File: src/hdl/agu_pkg.sv
// Package with widths, opcodes and constants of the address generation unit.
// Notes on behaviour
// - Every ROM word is ten bits wide, and the table logic uses that whole width.
// - Pointer-indirect data mode forms a 10-bit RAM address from the three pointer registers.
// - A direct data access takes two words, opcode first and the 10-bit RAM address second.
// - The memory-register window is 16 digits at RAM 040h to 04Fh, used by load and exchange.
// - Long jump, long branch and call load all 14 program counter bits from the immediate.
// - Program memory is 64 pages of 256 words, upper bits page and low eight bits word.
// - The page branch replaces the low eight program counter bits and takes the page bits of the incremented PC.
// - A page branch on the last word of a page lands in the next page.
// - The zero-page call loads six low bits and clears bits 13 to 6.
// - The table branch target comes from the four-bit immediate, accumulator and B.
// - With bit 8 of the table word set, its data byte goes to accumulator and B.
// - With bit 9 of the table word set, its data byte goes to the port output registers.
// - With both bits set, accumulator pair and port registers update together.
// - The table reference leaves the program counter sequential.
package agu_pkg;
    localparam int WORD_W     = 10;
    localparam int PC_W       = 14;
    localparam int RAM_AW     = 10;
    localparam int NIB_W      = 4;
    localparam int PAGE_LSB   = 8;
    localparam int ZP_W       = 6;
    localparam int SEL_ACC_BIT  = 8;
    localparam int SEL_PORT_BIT = 9;
    localparam logic [RAM_AW-1:0] MEMREG_BASE = 10'h040;
    localparam logic [PC_W-1:0]   PC_RESET    = 14'h0000;
    localparam logic [NIB_W-1:0]  NIB_ZERO    = 4'h0;

    // Operation selected by the instruction decoder.
    typedef enum logic [3:0] {
        OP_NONE      = 4'h0,
        OP_LONG      = 4'h1,
        OP_PAGE_BR   = 4'h2,
        OP_ZERO_CALL = 4'h3,
        OP_TBL_BR    = 4'h4,
        OP_TBL_REF   = 4'h5
    } branch_op_t;

    typedef enum logic [2:0] {
        DM_INDIRECT = 3'h1,
        DM_DIRECT   = 3'h2,
        DM_MEMREG   = 3'h4
    } data_mode_t;

    // Table reference sequencing.
    typedef enum logic [1:0] {
        ST_RUN   = 2'h1,
        ST_FETCH = 2'h2
    } tbl_state_t;
endpackage

File: src/hdl/ram_addr_mux.sv
// Data RAM address selection for the three data addressing modes.
`timescale 1ns/1ps
module ram_addr_mux import agu_pkg::*; (
    // Mode and sources
    input  wire data_mode_t          mode,
    input  wire logic [NIB_W-1:0]    ptr_w,
    input  wire logic [NIB_W-1:0]    ptr_x,
    input  wire logic [NIB_W-1:0]    ptr_y,
    input  wire logic [WORD_W-1:0]   second_word,
    input  wire logic [NIB_W-1:0]    memreg_idx,
    // Result
    output logic      [RAM_AW-1:0]   ram_addr
);
    logic [RAM_AW-1:0] ind_addr;
    logic [RAM_AW-1:0] mr_addr;
    // pointer concatenation. W supplies only its two low bits.
    assign ind_addr = {ptr_w[1:0], ptr_x, ptr_y};
    assign mr_addr = MEMREG_BASE | {6'h00, memreg_idx};
    always_comb begin
        case (mode)
            DM_INDIRECT: ram_addr = ind_addr;
            DM_DIRECT:   ram_addr = second_word;
            DM_MEMREG:   ram_addr = mr_addr;
            default:     ram_addr = ind_addr;
        endcase
    end
endmodule // ram_addr_mux

File: src/hdl/address_generation_unit.sv
// Program counter, branch targets, table reference and RAM address logic.
`timescale 1ns/1ps
module address_generation_unit import agu_pkg::*; (
    // Clock and reset
    input  wire logic                ref_clk,
    input  wire logic                srst,
    // Instruction step
    input  wire logic                step,
    input  wire branch_op_t          branch_op,
    input  wire logic [PC_W-1:0]     imm_long,
    input  wire logic [NIB_W-1:0]    imm_nib,
    // Registers of the core
    input  wire logic [NIB_W-1:0]    acc_in,
    input  wire logic [NIB_W-1:0]    b_in,
    // Program ROM
    output logic      [PC_W-1:0]     rom_addr,
    input  wire logic [WORD_W-1:0]   rom_data,
    // Data RAM addressing
    input  wire data_mode_t          data_mode,
    input  wire logic [NIB_W-1:0]    ptr_w,
    input  wire logic [NIB_W-1:0]    ptr_x,
    input  wire logic [NIB_W-1:0]    ptr_y,
    input  wire logic [WORD_W-1:0]   second_word,
    input  wire logic [NIB_W-1:0]    memreg_idx,
    output logic      [RAM_AW-1:0]   ram_addr,
    // Program counter and table results
    output logic      [PC_W-1:0]     pc,
    output logic                     busy,
    output logic                     acc_we,
    output logic      [NIB_W-1:0]    acc_out,
    output logic      [NIB_W-1:0]    b_out,
    output logic      [NIB_W-1:0]    port_zero_output,
    output logic      [NIB_W-1:0]    port_one_output
);
    logic [PC_W-1:0]  pc_reg;
    logic [PC_W-1:0]  pc_next;
    logic [PC_W-1:0]  pc_inc;
    logic [PC_W-1:0]  tbl_addr;
    logic [PC_W-1:0]  tbl_addr_reg;
    tbl_state_t       state_reg;
    tbl_state_t       state_next;
    logic             acc_we_reg;
    logic [NIB_W-1:0] acc_reg;
    logic [NIB_W-1:0] b_reg;
    logic [NIB_W-1:0] p0_reg;
    logic [NIB_W-1:0] p1_reg;
    logic             tbl_done;
    logic             to_acc;
    logic             to_port;
    logic [NIB_W-1:0] tbl_hi;
    logic [NIB_W-1:0] tbl_lo;

    // increment carries from the word bits into the page bits.
    assign pc_inc = pc_reg + 14'h0001;
    // immediate selects the page, A and B the low byte.
    // same address for branch and reference.
    assign tbl_addr = {2'b00, imm_nib, acc_in, b_in};
    assign tbl_done = (state_reg == ST_FETCH);
    // the whole ten-bit word is fetched; bits 9 and 8 steer it.
    assign to_acc  = tbl_done & rom_data[SEL_ACC_BIT];
    assign to_port = tbl_done & rom_data[SEL_PORT_BIT];
    // The data byte of a table word, split into its two digits.
    assign tbl_hi  = rom_data[2*NIB_W-1:NIB_W];
    assign tbl_lo  = rom_data[NIB_W-1:0];
    // The ROM is shared: while a table word is read, the PC is not fetched.
    assign rom_addr = tbl_done ? tbl_addr_reg : pc_reg;

    always_comb begin
        pc_next = pc_reg;
        case (branch_op)
            OP_LONG:      pc_next = imm_long;
            // page bits kept. the kept page is the incremented one.
            OP_PAGE_BR:   pc_next = {pc_inc[PC_W-1:PAGE_LSB],
                                     imm_long[PAGE_LSB-1:0]};
            // six low bits, upper bits cleared.
            OP_ZERO_CALL: pc_next = {8'h00, imm_long[ZP_W-1:0]};
            OP_TBL_BR:    pc_next = tbl_addr;
            OP_TBL_REF:   pc_next = pc_inc;
            OP_NONE:      pc_next = pc_inc;
            default:      pc_next = pc_inc;
        endcase
    end

    always_comb begin
        case (state_reg)
            ST_RUN:   state_next = (step && branch_op == OP_TBL_REF)
                                   ? ST_FETCH : ST_RUN;
            ST_FETCH: state_next = ST_RUN;
            default:  state_next = ST_RUN;
        endcase
    end

    always_ff @(posedge ref_clk) begin
        if (srst) begin
            pc_reg       <= PC_RESET;
            state_reg    <= ST_RUN;
            tbl_addr_reg <= PC_RESET;
        end else begin
            state_reg <= state_next;
            if (step && !tbl_done) begin
                pc_reg       <= pc_next;
                tbl_addr_reg <= tbl_addr;
            end
        end
    end

    // both destinations may load in the same cycle.
    always_ff @(posedge ref_clk) begin
        if (srst) begin
            acc_we_reg <= 1'b0;
            acc_reg    <= NIB_ZERO;
            b_reg      <= NIB_ZERO;
            p0_reg     <= NIB_ZERO;
            p1_reg     <= NIB_ZERO;
        end else begin
            acc_we_reg <= to_acc;
            if (to_acc) begin
                acc_reg <= tbl_hi;
                b_reg   <= tbl_lo;
            end
            if (to_port) begin
                p0_reg <= tbl_lo;
                p1_reg <= tbl_hi;
            end
        end
    end

    ram_addr_mux u_ram_addr_mux (
        .mode        (data_mode),
        .ptr_w       (ptr_w),
        .ptr_x       (ptr_x),
        .ptr_y       (ptr_y),
        .second_word (second_word),
        .memreg_idx  (memreg_idx),
        .ram_addr    (ram_addr)
    );

    assign pc               = pc_reg;
    assign busy             = tbl_done;
    assign acc_we           = acc_we_reg;
    assign acc_out          = acc_reg;
    assign b_out            = b_reg;
    assign port_zero_output = p0_reg;
    assign port_one_output  = p1_reg;

    // low byte from immediate, page kept.
    property p_page_br;
        @(posedge ref_clk) disable iff (srst)
        (step && !tbl_done && branch_op == OP_PAGE_BR && pc_reg[7:0] != 8'hff)
        |=> pc_reg[13:8] == $past(pc_reg[13:8])
            && pc_reg[7:0] == $past(imm_long[7:0]);
    endproperty
    a_page_br: assert property (p_page_br)
        else $error("page branch target wrong");

    // boundary branch lands in next page.
    property p_page_edge;
        @(posedge ref_clk) disable iff (srst)
        (step && !tbl_done && branch_op == OP_PAGE_BR && pc_reg[7:0] == 8'hff)
        |=> pc_reg[13:8] == $past(pc_reg[13:8]) + 6'h01;
    endproperty
    a_page_edge: assert property (p_page_edge)
        else $error("boundary page branch stayed in page");

    property p_long;
        @(posedge ref_clk) disable iff (srst)
        (step && !tbl_done && branch_op == OP_LONG) |=> pc_reg == $past(imm_long);
    endproperty
    a_long: assert property (p_long)
        else $error("long branch target wrong");

    property p_zero;
        @(posedge ref_clk) disable iff (srst)
        (step && !tbl_done && branch_op == OP_ZERO_CALL)
        |=> pc_reg[13:6] == 8'h00 && pc_reg[5:0] == $past(imm_long[5:0]);
    endproperty
    a_zero: assert property (p_zero)
        else $error("zero page call target wrong");

    property p_tbr;
        @(posedge ref_clk) disable iff (srst)
        (step && !tbl_done && branch_op == OP_TBL_BR)
        |=> pc_reg == {2'b00, $past(imm_nib), $past(acc_in), $past(b_in)};
    endproperty
    a_tbr: assert property (p_tbr)
        else $error("table branch target wrong");

    // reference steps PC by one and then reads the table address.
    property p_ref_pc;
        @(posedge ref_clk) disable iff (srst)
        (step && !tbl_done && branch_op == OP_TBL_REF)
        |=> pc_reg == $past(pc_reg) + 14'h0001 ##0 busy ##1 !busy;
    endproperty
    a_ref_pc: assert property (p_ref_pc)
        else $error("table reference disturbed the program counter");

    property p_ref_addr;
        @(posedge ref_clk) disable iff (srst)
        (step && !tbl_done && branch_op == OP_TBL_REF)
        |=> rom_addr == {2'b00, $past(imm_nib), $past(acc_in), $past(b_in)};
    endproperty
    a_ref_addr: assert property (p_ref_addr)
        else $error("table reference address wrong");

    property p_acc;
        @(posedge ref_clk) disable iff (srst)
        (busy && rom_data[SEL_ACC_BIT])
        |=> acc_we && {acc_out, b_out} == $past({tbl_hi, tbl_lo});
    endproperty
    a_acc: assert property (p_acc)
        else $error("accumulator pair not loaded");

    // bit 9 loads ports, otherwise they hold.
    property p_port;
        @(posedge ref_clk) disable iff (srst)
        busy |=> (($past(rom_data[SEL_PORT_BIT]) &&
                   {port_one_output, port_zero_output}
                   == $past({tbl_hi, tbl_lo}))
                  || (!$past(rom_data[SEL_PORT_BIT]) &&
                      $stable({port_one_output, port_zero_output})));
    endproperty
    a_port: assert property (p_port)
        else $error("port output registers handled wrongly");

    // clear bit 8 leaves the pair alone.
    property p_acc_hold;
        @(posedge ref_clk) disable iff (srst)
        (busy && !rom_data[SEL_ACC_BIT])
        |=> !acc_we && $stable({acc_out, b_out});
    endproperty
    a_acc_hold: assert property (p_acc_hold)
        else $error("accumulator pair changed without bit 8");

    // a step during the table read is ignored.
    property p_busy_pc;
        @(posedge ref_clk) disable iff (srst)
        busy |=> $stable(pc);
    endproperty
    a_busy_pc: assert property (p_busy_pc)
        else $error("program counter moved during table read");
endmodule // address_generation_unit

File: config.mk
export PLATFORM = sky130hd
export DESIGN_NAME = address_generation_unit
export DESIGN_NICKNAME = d
export VERILOG_FILES = /design/src/hdl/agu_pkg.sv /design/src/hdl/ram_addr_mux.sv /design/src/hdl/address_generation_unit.sv
export SDC_FILE = /design/constraint.sdc
export NUM_CORES = 1
export LEC_CHECK = 0
export ABC_CLOCK_PERIOD_IN_PS = 5100
export BUFFER_PORTS_ARGS = -buffer_cell sky130_fd_sc_hd__buf_2
export CORE_ASPECT_RATIO = 1.2
export CORE_UTILIZATION = 50
export CTS_CLUSTER_DIAMETER = 150
export DETAILED_ROUTE_END_ITERATION = 7
export PLACE_DENSITY = 0.86
export SLEW_MARGIN = 20
export SYNTH_ARGS = -nofsm -noshare
export SYNTH_HDL_FRONTEND = slang
export SYNTH_SLANG_ARGS = --single-unit
File: constraint.sdc
create_clock -name ref_clk -period 5.1 [get_ports ref_clk]
set_input_delay 1.02 -clock ref_clk [delete_from_list [all_inputs] [get_ports ref_clk]]
set_output_delay 1.02 -clock ref_clk [all_outputs]
set_load 0.02 [all_outputs]
==> flow_metrics.py <==
metrics = {
    "grt": {
        "grt_pass1_wl_mm": 11.12,
        "grt_overflow": 0,
        "antenna_found_initial": 0,
        "grt_pass1_vias": 2541,
        "grt_max_degree": 45,
        "grt_usage": 0.2669,
    },
    "critical_path": {
        "path_class": "in -> out",
        "crit_path_start": "data_mode[1]",
        "endpoint_kind": "output port",
        "reg2reg_slack_ns": 2.77,
        "cp_data_arrival_time_ns": 2.22,
        "reg2reg_from": "state_reg[1]",
        "path_max_fanout": 15,
        "cp-endpoint": "ram_addr[9]",
        "cp-start-kind": "input pin",
        "required_ns": 4.08,
        "timing.rr.end": "pc[2]",
        "reg2reg_depth": 7,
    },
    "timing": {
        "setup_viol": 0,
        "maxSlewViolCount": 0,
        "fmax_mhz": 308.8,
        "fin_tns_setup_ns": 0,
        "period_share": 0.6350,
        "skew_ns": 0.007426,
        "rsz0062_at_grt": "false",
        "fin_hold_ws_ns": 0.4561,
        "worst_pin_slew_ns": 1.099,
        "min_period_ns": 3.238,
        "relSlewSlack": 0.2649,
        "finalHoldViolCount": 0,
    },
    "clock_tree": {
        "numCtsBuffers": 5,
        "cts_sinks": 45,
        "clock_path_buffers": 2,
        "cts_resized": 0,
        "cts_setup_buffers": 0,
        "clock_latency_ns": 0.31,
        "cts_tree": "done",
        "cts.clk_slew.worst_paths_ns": 0.09,
        "cts_root_buffer": "clkbuf_8",
        "postCtsHoldBufs": 0,
        "htreeDepth": 2,
    },
    "route": {
        "vias_per_cell": 5.841,
        "ant_nets": 0,
        "drt-initial-drc-count": 126,
        "routedWlPerCell_microns": 15.01,
        "drc": 0,
        "drtPass1Iterations": 4,
        "routed_wl_mm": 7.460,
        "routed-via-count": 2903,
    },
    "synth": {
        "synthMuxAreaShare": 0.04846,
        "synth_compound_area_frac": 0.2785,
        "yosysWarnings": 0,
        "syn-cell-area_sq_um": 2556,
        "synthXorXnorAreaFrac": 0.003426,
        "synth.distinct_cells": 52,
        "async_reset_ff_frac": 0,
        "synth-simple-area-share": 0.2540,
        "synth_top_family_by_area": "compound AO/OA/AOI/OAI gates",
        "synth_seq_cells": 45,
        "synth_nets": 399,
        "netlist_instances": 326,
        "synthFlopType": "dfxtp_1",
        "seq_area_frac_synth": 0.3524,
        "synth-edff-count": 0,
        "avgSynthCellArea_sq_um": 7.841,
        "synth_fa_ha_area_frac": 0.004895,
    },
    "layout": {
        "fin_nets": 509,
        "n_antenna_cell": 0,
        "syn_to_final_growth_pct": 27.36,
        "largest_register_ffs": 14,
        "drive_above_1_share": 0.3501,
    },
    "power_and_ir_drop": {
        "p_per_area_nw_per_um2": 245.3,
        "leakage_uw": 0.001439,
        "ir_drop_v": 0.0001392,
    },
    "placement": {
        "port_buffers": 125,
        "dp_hpwl_mm": 5.394,
        "gp_congestion": 0.8839,
    },
    "floorplanning": {
        "core-area_sq_um": 4940,
        "die_h_microns": 80.33,
        "die_x_microns": 67.27,
        "row_count": 28,
        "initial_core_util": 0.5175,
        "io_pins": 128,
        "die-area_sq_um": 5403,
    },
    "run": {
        "maxCapViolations": 0,
    },
    "status": {
        "status": "finished clean",
    },
    "min_path": {
        "hold_path_class": "reg -> reg",
    },
}
[Yosys cell counts (2+ instances only)]
| library cell | number | area, sq um |
|---|---|---|
| nand2_1 | 50 | 187.7 |
| dfxtp_1 | 45 | 900.9 |
| a21oi_1 | 44 | 220.2 |
| nand3_1 | 27 | 135.1 |
| nor2_1 | 14 | 52.55 |
| clkbuf_1 | 13 | 48.80 |
| a22o_1 | 12 | 105.1 |
| o21ai_0 | 12 | 60.06 |
| mux2_2 | 11 | 123.9 |
| a22oi_1 | 9 | 67.56 |
| o22ai_1 | 9 | 56.30 |
| a31oi_1 | 7 | 43.79 |
| nor2b_1 | 7 | 43.79 |
| nor3_1 | 7 | 35.03 |
| inv_1 | 5 | 18.77 |
| buf_2 | 4 | 20.02 |
| o22a_1 | 4 | 35.03 |
| buf_6 | 3 | 33.78 |
| nor4b_1 | 3 | 26.28 |
| a221oi_1 | 2 | 17.52 |
| and3_1 | 2 | 12.51 |
| and4_1 | 2 | 17.52 |
| buf_4 | 2 | 15.01 |
| nand4_1 | 2 | 12.51 |
| nor3b_1 | 2 | 15.01 |
| o32ai_1 | 2 | 17.52 |
[layout make-up]
cell class	count	area (sq um)
Fill cell	439	1684
Multi-Input combinational cell	252	1509
Sequential cell	45	900.9
Timing Repair Buffer	127	640.6
Tap cell	60	75.07
Clock buffer	6	72.57
Clock inverter	2	38.79
Inverter	5	18.77
[power breakdown]
group	switching, uW	internal [uW]	total (uW)	leakage [uW]
Combinational	88.0	62.3	150	0.00102
Clock	129	147	276	0.0000554
Sequential	11.3	361	372	0.000366
Total	228	570	799	0.00144
[worst min path at each step]
stage,end,from,cells after the start,slack [ns]
final,port_one_output[1],port_one_output[1],2,0.46
after global routing,port_zero_output[3],port_zero_output[3],2,0.48
after CTS,port_one_output[1],port_one_output[1],2,0.46
after detailed placement,port_one_output[1],port_one_output[1],2,0.45
after global placement,tbl_addr_reg[2],tbl_addr_reg[2],2,0.44
after floorplan,tbl_addr_reg[0],tbl_addr_reg[0],2,0.43
[through the flow]
step / utilization / instances / total power, uW / worst slack [ns] / area (sq um)
after floorplan: - / 326 / 470.0 / 2.053 / 2556
after global placement: 0.6365 / 489 / 525.5 / 1.945 / 3144
after detailed placement: 0.6365 / 489 / 529.4 / 1.889 / 3144
after CTS: 0.6591 / 497 / 799.4 / 1.888 / 3256
after global routing: 0.6591 / 497 / 830.9 / 1.809 / 3256
final: 0.6591 / 497 / 798.7 / 1.862 / 3256
[cell families (layout without fill, tap and decap cells)]
| kind of cell | after synthesis | after routing |
|---|---|---|
| AO/OA/AOI/OAI | 111 | 111 |
| XOR/XNOR | 1 | 1 |
| adder cells (fa/ha/maj) | 1 | 1 |
| buffers and inverters | 29 | 140 |
| flip-flops | 45 | 45 |
| multiplexers | 11 | 11 |
| AND/OR/NAND/NOR | 128 | 128 |
[placed cells by master (no fill, tap or decap), types with 2 or more instances in the layout]
master / Yosys / layout
nor3b_1: 2 / 2
a31oi_1: 7 / 7
nor2_1: 14 / 14
clkbuf_8: 0 / 5
and4_1: 2 / 2
nand3_1: 27 / 27
o22ai_1: 9 / 9
nor4b_1: 3 / 3
mux2_2: 11 / 11
inv_1: 5 / 5
a22oi_1: 9 / 9
o21ai_0: 12 / 12
a21oi_1: 44 / 44
a22o_1: 12 / 12
nor3_1: 7 / 7
o22a_1: 4 / 4
nand2_1: 50 / 50
a221oi_1: 2 / 2
buf_2: 4 / 125
o32ai_1: 2 / 2
nand4_1: 2 / 2
and3_1: 2 / 2
buf_4: 2 / 2
nor2b_1: 7 / 6
dfxtp_1: 45 / 45
[per-layer routing]
| layer | global-route usage | vias to the layer above | wire length (microns) |
|---|---|---|---|
| met5 | 0 | - | 0 |
| met4 | 0.1064 | 0 | 83 |
| met3 | 0.05824 | 8 | 540 |
| met2 | 0.4910 | 119 | 3828 |
| met1 | 0.2857 | 1346 | 3007 |
| li1 | - | 1430 | - |
[worst max-delay path: stages]
cell	delay, ns
buf_2	0.18
o21ai_0	0.54
a22o_1	0.29
buf_2	0.18
Note: power is estimated with default switching activity, not from simulation.
